<file path="src/rtl/thermal_pkg.sv">
`default_nettype none
package thermal_pkg;

    // clock and conversion timing
    localparam int      CLK_PERIOD_NS   = 20;
    localparam longint  BASE_PERIOD_NS  = 62500000; // 1/16 s, code 0000
    localparam int      BASE_PERIOD_CYC = int'(BASE_PERIOD_NS / CLK_PERIOD_NS);

    // bus address, arbitrary value
    localparam logic [6:0] DEV_ADDR_DEF = 7'h4C;

    // register offsets
    localparam logic [7:0] REG_AVG_CFG    = 8'h06;
    localparam logic [7:0] REG_CRIT_LIMIT = 8'h07;
    localparam logic [7:0] REG_CRIT_HYST  = 8'h0C;
    localparam logic [7:0] REG_STATUS     = 8'h0E;
    localparam logic [7:0] REG_CONTROL    = 8'h0F;
    localparam logic [7:0] REG_TEMP_LOW   = 8'h10;
    localparam logic [7:0] REG_RATE_TEMP  = 8'h11;

    // reset values and rate code limit
    localparam logic [7:0] AVG_CFG_RST    = 8'h00;
    localparam logic [6:0] CRIT_LIMIT_RST = 7'h7F;
    localparam logic [7:0] CRIT_HYST_RST  = 8'h04;
    localparam logic [3:0] RATE_RST       = 4'h2;
    localparam logic [3:0] RATE_MAX       = 4'hA;

    // field positions and result width
    localparam int CTL_FAULT_CLR = 7;
    localparam int CTL_STANDBY   = 6;
    localparam int CTL_DYN_AVG   = 5;
    localparam int CTL_ONE_SHOT  = 4;
    localparam int RATE_LSB      = 1;
    localparam int ST_HIGH       = 6;
    localparam int ST_LOW        = 5;
    localparam int ST_CRIT       = 2;
    localparam int HYST_MASK_BIT = 7;
    localparam int TEMP_W        = 11;

    typedef enum logic [8:0] {
        I2C_IDLE     = 9'h001,
        I2C_ADDR     = 9'h002,
        I2C_ACK_ADDR = 9'h004,
        I2C_REG      = 9'h008,
        I2C_ACK_REG  = 9'h010,
        I2C_WDATA    = 9'h020,
        I2C_ACK_W    = 9'h040,
        I2C_RDATA    = 9'h080,
        I2C_ACK_R    = 9'h100
    } i2c_state_t;

    typedef enum logic [1:0] {
        CONV_IDLE = 2'h1,
        CONV_WAIT = 2'h2
    } conv_state_t;

    typedef struct packed {
        i2c_state_t        i2c;
        logic [7:0]        sh;
        logic [3:0]        bitcnt;
        logic              rw;
        logic              nack;
        logic [7:0]        ptr;
        logic              sda_oe;
        logic              sda_out;
        logic              scl_d;
        logic              sda_d;
        logic [7:0]        avg_cfg;
        logic [6:0]        crit_limit;
        logic [7:0]        crit_hyst;
        logic              standby;
        logic              dyn_avg;
        logic [3:0]        rate;
        logic              crit_flag;
        logic              high_flag;
        logic              low_flag;
        logic              crit_armed;
        logic              shutdown_n;
        logic              alert_clear;
        conv_state_t       conv;
        logic [31:0]       timer;
        logic [4:0]        remaining;
        logic [14:0]       acc;
        logic [TEMP_W-1:0] temp;
        logic              conv_start;
        logic              one_shot;
    } state_t;

    localparam state_t STATE_RST = '{
        i2c: I2C_IDLE, sh: 8'h00, bitcnt: 4'h0, rw: 1'b0, nack: 1'b0,
        ptr: 8'h00, sda_oe: 1'b0, sda_out: 1'b0, scl_d: 1'b1,
        sda_d: 1'b1, avg_cfg: AVG_CFG_RST, crit_limit: CRIT_LIMIT_RST,
        crit_hyst: CRIT_HYST_RST, standby: 1'b0, dyn_avg: 1'b0,
        rate: RATE_RST, crit_flag: 1'b0, high_flag: 1'b0,
        low_flag: 1'b0, crit_armed: 1'b1, shutdown_n: 1'b1,
        alert_clear: 1'b0, conv: CONV_IDLE, timer: 32'h0000_0000,
        remaining: 5'h00, acc: 15'h0000, temp: 11'h000,
        conv_start: 1'b0, one_shot: 1'b0};

endpackage : thermal_pkg
`default_nettype wire

</file>
<file path="src/rtl/pin_sync.sv">
`timescale 1ns/100ps
`default_nettype none
module pin_sync #(
    parameter int               WIDTH      = 2,
    parameter logic [WIDTH-1:0] IDLE_LEVEL = '1
) (
    input  wire logic             clk,
    input  wire logic             reset,
    input  wire logic [WIDTH-1:0] d,
    output var  logic [WIDTH-1:0] q
);

    typedef struct packed {
        logic [WIDTH-1:0] s1;
        logic [WIDTH-1:0] s2;
        logic [WIDTH-1:0] s3;
        logic [WIDTH-1:0] lvl;
    } sync_t;

    sync_t st;
    sync_t nx;

    // a bit only moves once two late stages agree, masking glitches
    always_comb
    begin
        nx    = st;
        nx.s1 = d;
        nx.s2 = st.s1;
        nx.s3 = st.s2;
        for (int i = 0; i < WIDTH; i++)
        begin
            if (st.s2[i] == st.s3[i])
                nx.lvl[i] = st.s3[i];
        end
    end

    always_ff @(posedge clk or posedge reset)
    begin
        if (reset)
            st <= '{IDLE_LEVEL, IDLE_LEVEL, IDLE_LEVEL, IDLE_LEVEL};
        else
            st <= nx;
    end

    assign q = st.lvl;

endmodule : pin_sync
`default_nettype wire

</file>
<file path="src/rtl/thermal_ctrl.sv">
// Function
// - critical limit, 7 bits at byte 7
// - critical limit resets to 127 degrees
// - hysteresis 5 bits at byte 12, reset 4
// - critical event sets status byte 14 bit 2
// - shutdown low latched until byte 15 bit 7
// - same clear wipes threshold alert flags
// - byte 15 bit 6 selects standby mode
// - active mode converts at programmed rate
// - standby runs one conversion burst per host request
// - byte 17 bits 4:1 pick conversion rate
// - averaging only with byte 15 bit 5
// - byte 6 bits 1:0 pick 1/4/8/16
// - results are 11 bits, eighth degree steps
`timescale 1ns/100ps
`default_nettype none
module thermal_ctrl
    import thermal_pkg::*;
#(
    parameter logic [6:0]  DEV_ADDR           = DEV_ADDR_DEF,
    parameter int unsigned BASE_PERIOD_CYCLES = BASE_PERIOD_CYC
) (
    input  wire logic              clk,
    input  wire logic              reset,
    input  wire logic              scl_in,
    input  wire logic              sda_in,
    output var  logic              sda_out,
    output var  logic              sda_oe,
    output var  logic              shutdown_n,
    output var  logic              alert_clear,
    output var  logic              conv_start,
    input  wire logic              conv_done,
    input  wire logic [TEMP_W-1:0] conv_code,
    input  wire logic              alert_high_event,
    input  wire logic              alert_low_event
);

    state_t            st;
    state_t            n;
    logic [1:0]        pins;
    logic              scl;
    logic              sda;
    logic              scl_rise;
    logic              scl_fall;
    logic              start_cond;
    logic              stop_cond;
    logic [7:0]        rd_byte;
    logic              wr;
    logic              fault_clr;
    logic              tick;
    logic              request;
    logic [3:0]        rate_eff;
    logic [31:0]       period;
    logic [2:0]        avg_shift;
    logic [4:0]        avg_count;
    logic [14:0]       acc_sum;
    logic [TEMP_W-1:0] result;
    logic              new_result;
    logic              crit_event;
    logic [6:0]        low_deg;
    logic [TEMP_W-1:0] trip_thr;
    logic [TEMP_W-1:0] rearm_thr;

    // bus pins come from another domain, three stages each
    pin_sync #(
        .WIDTH      (2),
        .IDLE_LEVEL (2'h3)
    ) u_sync (
        .clk   (clk),
        .reset (reset),
        .d     ({scl_in, sda_in}),
        .q     (pins)
    );

    assign scl        = pins[1];
    assign sda        = pins[0];
    assign scl_rise   = scl & ~st.scl_d;
    assign scl_fall   = ~scl & st.scl_d;
    assign start_cond = scl & st.scl_d & st.sda_d & ~sda;
    assign stop_cond  = scl & st.scl_d & ~st.sda_d & sda;

    // read mux, reserved bits read zero except at byte 6, which reads back all 8 written bits
    always_comb
    begin
        case (st.ptr)
            REG_AVG_CFG:    rd_byte = st.avg_cfg;
            REG_CRIT_LIMIT: rd_byte = {1'b0, st.crit_limit};
            REG_CRIT_HYST:  rd_byte = {st.crit_hyst[HYST_MASK_BIT],
                                       2'h0, st.crit_hyst[4:0]};
            REG_STATUS:     rd_byte = {1'b0, st.high_flag, st.low_flag,
                                       2'h0, st.crit_flag, 2'h0};
            REG_CONTROL:    rd_byte = {1'b0, st.standby, st.dyn_avg, 5'h00};
            REG_TEMP_LOW:   rd_byte = st.temp[7:0];
            REG_RATE_TEMP:  rd_byte = {st.temp[10:8], st.rate, 1'b0};
            default:        rd_byte = 8'h00;
        endcase
    end

    // rate code doubles the period, clamped at the slowest
    assign rate_eff = (st.rate > RATE_MAX) ? RATE_MAX : st.rate;
    assign period   = 32'(BASE_PERIOD_CYCLES) << rate_eff;
    assign tick     = ~st.standby && (st.timer == 32'h0000_0000);

    // averaging count, forces one when disabled
    always_comb
    begin
        case (st.avg_cfg[1:0])
            2'h0:    avg_shift = 3'h0;
            2'h1:    avg_shift = 3'h2;
            2'h2:    avg_shift = 3'h3;
            default: avg_shift = 3'h4;
        endcase
        // only the enable bit turns averaging on
        if (!st.dyn_avg)
            avg_shift = 3'h0;
        avg_count = 5'h01 << avg_shift;
    end

    // accumulate 11 bit codes, sum of 16 fits 15 bits
    assign acc_sum    = st.acc + {4'h0, conv_code};
    assign result     = TEMP_W'(acc_sum >> avg_shift);
    assign new_result = (st.conv == CONV_WAIT) && conv_done &&
                        (st.remaining == 5'h00);

    // thresholds in eighths of a degree; underflow never rearms
    assign trip_thr  = {1'b0, st.crit_limit, 3'h0};
    assign low_deg   = st.crit_limit - {2'h0, st.crit_hyst[4:0]};
    assign rearm_thr = (st.crit_limit > {2'h0, st.crit_hyst[4:0]}) ?
                       {1'b0, low_deg, 3'h0} : {TEMP_W{1'b0}};
    assign crit_event = new_result && st.crit_armed && (result >= trip_thr);

    assign wr        = (st.i2c == I2C_WDATA) && scl_fall &&
                       (st.bitcnt == 4'h8) && ~start_cond && ~stop_cond;
    assign fault_clr = wr && (st.ptr == REG_CONTROL) && st.sh[CTL_FAULT_CLR];
    assign request   = tick || st.one_shot;

    always_comb
    begin
        n             = st;
        n.conv_start  = 1'b0;
        n.alert_clear = 1'b0;
        n.scl_d       = scl;
        n.sda_d       = sda;

        // bus slave: start restarts address phase anywhere
        if (start_cond)
        begin
            n.i2c    = I2C_ADDR;
            n.bitcnt = 4'h0;
            n.sda_oe = 1'b0;
        end
        else if (stop_cond)
        begin
            n.i2c    = I2C_IDLE;
            n.sda_oe = 1'b0;
        end
        else
        begin
            case (st.i2c)
                I2C_IDLE:
                    n.i2c = I2C_IDLE;
                I2C_ADDR, I2C_REG, I2C_WDATA:
                begin
                    if (scl_rise)
                    begin
                        n.sh     = {st.sh[6:0], sda};
                        n.bitcnt = st.bitcnt + 4'h1;
                    end
                    else if (scl_fall && st.bitcnt == 4'h8)
                    begin
                        n.bitcnt = 4'h0;
                        n.sda_oe = 1'b1;
                        if (st.i2c == I2C_ADDR)
                        begin
                            n.rw  = st.sh[0];
                            n.i2c = I2C_ACK_ADDR;
                            if (st.sh[7:1] != DEV_ADDR)
                            begin
                                n.i2c    = I2C_IDLE;
                                n.sda_oe = 1'b0;
                            end
                        end
                        else if (st.i2c == I2C_REG)
                        begin
                            n.ptr = st.sh;
                            n.i2c = I2C_ACK_REG;
                        end
                        else
                            n.i2c = I2C_ACK_W;
                    end
                end
                I2C_ACK_ADDR:
                begin
                    if (scl_fall && st.rw)
                    begin
                        n.i2c    = I2C_RDATA;
                        n.sh     = rd_byte;
                        n.sda_oe = ~rd_byte[7];
                    end
                    else if (scl_fall)
                    begin
                        n.i2c    = I2C_REG;
                        n.sda_oe = 1'b0;
                    end
                end
                I2C_ACK_REG, I2C_ACK_W:
                begin
                    if (scl_fall)
                    begin
                        n.i2c    = I2C_WDATA;
                        n.sda_oe = 1'b0;
                        if (st.i2c == I2C_ACK_W)
                            n.ptr = st.ptr + 8'h01;
                    end
                end
                I2C_RDATA:
                begin
                    if (scl_rise)
                        n.bitcnt = st.bitcnt + 4'h1;
                    else if (scl_fall && st.bitcnt == 4'h8)
                    begin
                        n.bitcnt = 4'h0;
                        n.sda_oe = 1'b0;
                        n.ptr    = st.ptr + 8'h01;
                        n.i2c    = I2C_ACK_R;
                    end
                    else if (scl_fall)
                    begin
                        n.sh     = {st.sh[6:0], 1'b0};
                        n.sda_oe = ~st.sh[6];
                    end
                end
                I2C_ACK_R:
                begin
                    if (scl_rise)
                        n.nack = sda;
                    else if (scl_fall && st.nack)
                        n.i2c = I2C_IDLE;
                    else if (scl_fall)
                    begin
                        n.i2c    = I2C_RDATA;
                        n.sh     = rd_byte;
                        n.sda_oe = ~rd_byte[7];
                    end
                end
                default:
                    n.i2c = I2C_IDLE;
            endcase
        end

        // register writes
        if (wr)
        begin
            case (st.ptr)
                REG_AVG_CFG:    n.avg_cfg = st.sh;
                REG_CRIT_LIMIT: n.crit_limit = st.sh[6:0];
                REG_CRIT_HYST:  n.crit_hyst = st.sh;
                REG_CONTROL:
                begin
                    n.standby = st.sh[CTL_STANDBY];
                    n.dyn_avg = st.sh[CTL_DYN_AVG];
                    if (st.sh[CTL_ONE_SHOT])
                        n.one_shot = 1'b1;
                end
                REG_RATE_TEMP:  n.rate = st.sh[4:1];
                default:        n.rate = st.rate;
            endcase
        end

        // free running period timer in active mode
        if (st.standby)
            n.timer = 32'h0000_0000;
        else if (tick)
            n.timer = period - 32'h0000_0001;
        else
            n.timer = st.timer - 32'h0000_0001;

        // conversion burst; a timer tick during a burst is dropped, a one-shot request waits for the burst to end
        case (st.conv)
            CONV_IDLE:
            begin
                if (request)
                begin
                    n.one_shot   = 1'b0;
                    n.acc        = 15'h0000;
                    n.remaining  = avg_count - 5'h01;
                    n.conv_start = 1'b1;
                    n.conv       = CONV_WAIT;
                end
            end
            CONV_WAIT:
            begin
                if (conv_done && st.remaining == 5'h00)
                begin
                    n.temp = result;
                    n.conv = CONV_IDLE;
                end
                else if (conv_done)
                begin
                    n.acc        = acc_sum;
                    n.remaining  = st.remaining - 5'h01;
                    n.conv_start = 1'b1;
                end
            end
            default:
                n.conv = CONV_IDLE;
        endcase

        // disarm on trip, rearm below hysteresis band
        if (crit_event)
            n.crit_armed = 1'b0;
        else if (new_result && result < rearm_thr)
            n.crit_armed = 1'b1;

        // sticky critical flag, set beats clear
        n.crit_flag = crit_event | (st.crit_flag & ~fault_clr);
        // threshold flags cleared by the fault clear
        n.high_flag   = alert_high_event | (st.high_flag & ~fault_clr);
        n.low_flag    = alert_low_event | (st.low_flag & ~fault_clr);
        n.alert_clear = fault_clr;

        // shutdown latched low until host clears
        if (crit_event)
            n.shutdown_n = 1'b0;
        else if (fault_clr)
            n.shutdown_n = 1'b1;
    end

    // reset state carries the 127 degree limit
    always_ff @(posedge clk or posedge reset)
    begin
        if (reset)
            st <= STATE_RST;
        else
            st <= n;
    end

    assign sda_out     = st.sda_out;
    assign sda_oe      = st.sda_oe;
    assign shutdown_n  = st.shutdown_n;
    assign alert_clear = st.alert_clear;
    assign conv_start  = st.conv_start;

endmodule : thermal_ctrl
`default_nettype wire

</file>
<file path="config.mk">
export PLATFORM = sky130hd
export DESIGN_NAME = thermal_ctrl
export DESIGN_NICKNAME = d
export VERILOG_FILES = /design/src/rtl/thermal_pkg.sv /design/src/rtl/pin_sync.sv /design/src/rtl/thermal_ctrl.sv
export SDC_FILE = /design/constraint.sdc
export NUM_CORES = 1
export LEC_CHECK = 0
export ABC_CLOCK_PERIOD_IN_PS = 8080
export BUFFER_PORTS_ARGS = -buffer_cell sky130_fd_sc_hd__buf_2
export CAP_MARGIN = 0
export CELL_PAD_IN_SITES_DETAIL_PLACEMENT = 1
export CELL_PAD_IN_SITES_GLOBAL_PLACEMENT = 2
export CORE_AREA = 2 2 177 136
export CTS_CLUSTER_SIZE = 30
export DETAILED_ROUTE_END_ITERATION = 8
export DIE_AREA = 0 0 179 138
export PLACE_DENSITY_LB_ADDON = 0.1
export SLEW_MARGIN = 40
export SYNTH_ARGS = -nofsm -noshare
export SYNTH_HDL_FRONTEND = slang
export SYNTH_SLANG_ARGS = --single-unit
export TNS_END_PERCENT = 20
</file>
<file path="constraint.sdc">
create_clock -name clk -period 8.08 [get_ports clk]
set_input_delay 2.02 -clock clk [delete_from_list [all_inputs] [get_ports clk]]
set_output_delay 2.02 -clock clk [all_outputs]
set_load 0.01 [all_outputs]
</file>
-- Yosys cells after proc, flatten, opt, wreduce, memory -nomap -nowiden
Cells that the tools add are included.
- add/sub/neg operators: 8
- magnitude comparators: 4
- equal/unequal tests: 56
- shifts and indexed selects: 3
- mux-type cells: 81
- bitwise logic cells: 24
- reduce and logical (&&, ||, !) cells: 44
- operators by type and width (kind ; count):
    $mux W9 ; 14
    $mux W8 ; 9
    $mux W32 ; 2
    $sub A32 B1 Y32 const B ; 2
    $mux W20 ; 3
    $pmux W8 S7 ; 1
    $mux W17 ; 3
    $pmux W9 S5 ; 1
    $ne A4 B4 Y1 const B ; 10
    $pmux W20 S2 ; 1
    $ne A2 B2 Y1 const B ; 19
    $logic_not A32 Y1 ; 1
    $pmux W8 S4 ; 1
    $shl A22 B4 Y32 const A ; 1
    $mux W1 ; 26
    $eq A8 B4 Y1 const B ; 3
    $pmux W8 S3 ; 1
    $reduce_and A11 Y1 ; 2
    $mux W4 ; 5
    $eq A8 B3 Y1 const B ; 2
    $eq A8 B5 Y1 const B ; 2
    $logic_and A1 B1 Y1 ; 16
    $add A15 B11 Y15 ; 1
    $ne A5 B5 Y1 const B ; 3
    52 further kinds ; 91
- flip-flop bits (word level): 144
- output and inout port bits: 5

-- Depth between registers and ports, before layout
- word-level depth: 11
- depth in mapped cells: 19
- gate-level depth less buffers: 19

-- Hierarchy
A second synthesis with hierarchy kept.
- cell total of the unflattened synthesis: 1110
- area, all modules: 9421.5 um^2
- by module, submodules not included (module ; instances ; cells each ; area each (um^2) ; sequential area each (um^2)):
    thermal_ctrl ; 1 ; 1097 ; 9170.0 ; 3372.0
    pin_sync ; 1 ; 13 ; 251.5 ; 210.2

-- Worst setup path after synthesis
OpenSTA, ideal clock, no wires.
- path type: input-to-reg
- start: in conv_code[0]
- end: reg st[72] (netlist name)
- library setup time: 122 ps
- data arrival time: 5491 ps
- path slack: 2467 ps
- stages: 19
- path buffers: 0
- cell sequence: ha_1 inv_1 fa_1 nand2b_1 a211oi_1 o211ai_1 o311a_1 a211o_1 mux2i_1 mux2i_1 ha_1 nor2b_1 o21a_1 o21a_1 o21ai_0 nand2_1 a31oi_1 o311ai_1 a32o_1
- RTL lines (element ; RTL line ; source):
    from (decl) ; thermal_ctrl.sv:33 ; input wire logic [TEMP_W-1:0] conv_code,
    to (signal assigned) ; thermal_ctrl.sv:335 ; st <= n;
    to (decl) ; thermal_ctrl.sv:38 ; state_t st;

==> metrics <==
status completed; Multi-input gate area just under 0.006 mm2; Overall Global Routing Usage 25.3%; clock sink total 142; cell area after technology mapping 0.00976 mm2; flop2flop setup slack about 3.4 ns; Crit Reg-Reg Startpoint st[94]$_DFFE_PP0P_; yosys synthesis warning count 0; worst-margin pin slew 0.766 ns; Netlist cell types 95; met2 usage 34.2%; met1 global-route usage 41.6%; type of the tightest min-delay check flip-flop to flip-flop; hold buffer count at CTS 0; hold violation count in the final report 0; Synth area leaders sky130_fd_sc_hd__dfrtp_1 31%, sky130_fd_sc_hd__dfstp_2 6.2%, sky130_fd_sc_hd__ha_1 5.3%, sky130_fd_sc_hd__mux2_2 4.7%, sky130_fd_sc_hd__a21oi_1 4.6%; DRC violation count after routing 0; Root Buffer Master sky130_fd_sc_hd__clkbuf_16; synthesized flop and latch total about 140; placed inst area approximately 0.010 mm2; CTS max path bufs 2; post-detailed-route via-to-cell ratio 6.04; initial cell density of the core a little over two fifths; Setup-failing EPs final 0; critical path data required time 8.40 ns; deepest level of the CTS H-tree 4; max-slew headroom at the worst pin 48.5%; cell with the largest stage delay on the worst path sky130_fd_sc_hd__xnor2_1; post-synthesis net count 1172; final critical path time including I/O delays and setup approximately 5.9 ns; CTS tree done; Critical path origin conv_code[0]; row count 49; total clock buffers created by CTS 17; ratio of cells with drive above 1 in the final layout 14.7%; post-placement worst setup slack 1.74 ns; maxcap violations 0; busiest grt layer met1; worst IR drop on VDD 0.145 mV; Final ANT Viol Nets 0; leakage power summed over all cells about 4.5 nW; via count 8600; summed negative setup slack over all endpoints 0 ns; overall die area 0.0247 mm2; Syn-to-layout area delta 10.2%; post-DP HPWL 21.5 mm; longest individual stage delay on the worst path approximately 0.43 ns; kind of critical path primary input to flip-flop; origin of the worst min-delay path u_sync.nx[5]$_DFF_PP1_; Critical Path Source Type primary input; maximum number of pins on one net before global-route repair 80; TritonRoute pass-1 iters 5; max-slew violation total from the final report 0; ordered list of cells on the worst path buf_2 -> ha_1 -> inv_1 -> fa_1 -> nand2b_1 -> a21oi_1 -> a21oi_1 -> xnor2_1 -> a21o_1 -> mux2i_1 -> mux2i_1 -> ha_1 -> nor2b_1 -> o21a_1 -> o21a_1 -> o21ai_0 -> nand2_1 -> a31oi_1 -> o311ai_1 -> a32o_1; cell accounting for the most synthesized area sky130_fd_sc_hd__dfrtp_1; met3 capacity usage during global routing 4.37%; number of buffers added on ports 21; I/O Pins 23; total setup buffers inserted after CTS 0; gp weighted congestion 0.854; Gate Count Post-Synth about 1100; wire length of the first global-routing pass roughly 49 mm; most used flip-flop cell after synthesis sky130_fd_sc_hd__dfrtp_1; clock input transition at the sequential cells of the worst setup and hold paths around 0.06 ns; worst clock skew on the final layout 0.0117 ns; Period Utilization, post-route 73.4%; unrepaired setup endpoints after global routing false; NumNets Final 1167; Detailed Route WL 30.0 mm; data arrival at the endpoint of the critical path 6.25 ns; maximum frequency from static timing analysis 0.169 GHz; Inserted Diodes 0; count of cells resized by post-cts repair 0; Starting DRT DRC Count 482; sequential cell area fraction in the yosys report between 30% and 40%; top-area cell type share of the netlist area 30.5%; number of enable-type register cells in the synthesized netlist 0; clock insertion delay at the later pin of the skew report 0.43 ns; Core Util, Final 46.3%; total of fill cells in the finished design 2699; Final Instance Area 0.0108 mm2; number of global-route vias before repair 8583; Post-Synthesis Mean Instance Area 8.79 um2; Critical Path Fanout Max 5; Async S/R FF share, synth 100%; floorplan die height approximately 140 um; CP endpoint kind flip-flop; power density cells 165 mW/mm2; antenna violations before repair 0; Std-Cell Core Area 0.0232 mm2; post-route worst setup slack 2.15 ns; die span in x approximately 180 um; register area roughly 0.0036 mm2; residual overflow from global routing 0; drt wl/cell 21.0 um
==> metal layers <==
layer | wire length [um] | vias up
met5 | 0 | -
met3 | 1150 | 19
li1 | - | 4079
met2 | 12300 | 148
met1 | 16300 | 4354
met4 | 198 | 0
==> state kept, by name (all words and copies together), names as in the netlist <==
name and flops:
shutdown_n 1, sda_oe 1, u_sync.nx 4, u_sync.q 2, u_sync.st 2, st 130
conv_start 1, alert_clear 1
==> synth_stat cells, types with 22 or more instances <==
master                     instances
sky130_fd_sc_hd__mux2_2           41
sky130_fd_sc_hd__nor3_1           28
sky130_fd_sc_hd__nor2_1           92
sky130_fd_sc_hd__a31oi_1          22
sky130_fd_sc_hd__xnor2_1          25
sky130_fd_sc_hd__nand2_1         117
sky130_fd_sc_hd__ha_1             41
sky130_fd_sc_hd__dfrtp_1         119
sky130_fd_sc_hd__dfstp_2          23
sky130_fd_sc_hd__clkbuf_1         33
sky130_fd_sc_hd__nand3_1          50
sky130_fd_sc_hd__a21oi_1          90
sky130_fd_sc_hd__inv_1            48
sky130_fd_sc_hd__o21ai_0          43
==> logic make-up (layout without fill, tap and decap cells) <==
kind of cell | Yosys count | count (layout) | synth area share [%]
buffers and inverters | 104 | 112 | 4.36
adders and majority gates | 46 | 46 | 5.97
xor gates and xnor gates | 35 | 35 | 3.14
muxes | 59 | 59 | 6.70
other | 1 | 1 | 0.0384
AOI/OAI and AO/OA | 298 | 298 | 20.7
DFF | 142 | 142 | 36.7
and+or+nand+nor | 426 | 426 | 22.4
==> worst max-delay path: cells and delay by family <==
| family | cells | cell delay (ns) |
|---|---|---|
| compound gates | 9 | 1.88 |
| fa+ha+maj | 3 | 0.89 |
| mux | 2 | 0.48 |
| xor+xnor | 1 | 0.43 |
| simple gates | 3 | 0.42 |
| buf+inv | 2 | 0.14 |
==> placed cells by master, fill, tap and decap left out, drive strengths merged, types with 32 or more instances in the layout <==
master  count
nand3      50
nor2       92
nor3       32
mux2       41
inv        49
o21ai      47
nand2     117
ha         41
a21oi      92
dfrtp     119
==> per-stage QoR <==
step	hold WS [ns]	instances	total power, mW
3_5_place_dp	0.350	1393	0.910
2_1_floorplan	0.345	1111	0.863
5_1_grt	0.360	1425	1.84
4_1_cts	0.359	1425	1.79
3_3_place_gp	0.347	1393	0.907
6_report	0.356	1425	1.77
==> worst paths after layout <==
path | end | cells past startpoint
max | st[72]$_DFF_PP0_ | 20
min | u_sync.nx[3]$_DFF_PP1_ | 0
max reg2reg | st[72]$_DFF_PP0_ | 17
min reg2reg | u_sync.nx[3]$_DFF_PP1_ | 0
max in group asynchronous | st[47]$_DFF_PP0_ | 3
min in group asynchronous | st[51]$_DFF_PP0_ | 2
==> area by class of cell <==
| class | instances | area share (%) |
|---|---|---|
| inverter | 49 | 1.76 |
| clock inverter | 10 | 1.48 |
| sequential | 142 | 33.3 |
| tap | 306 | 3.56 |
| timing repair buffer | 31 | 1.71 |
| multi-input combinational | 865 | 53.7 |
| clock buffer | 22 | 4.50 |
==> report_power, final <==
part           internal (mW)  switching (mW)  leakage (nW)  total [mW]
Clock                  0.549           0.323         0.313       0.872
Combinational         0.0502          0.0901          2.43       0.140
Sequential             0.735          0.0234          1.79       0.759
No activity file was read; power rests on OpenSTA's default activity.
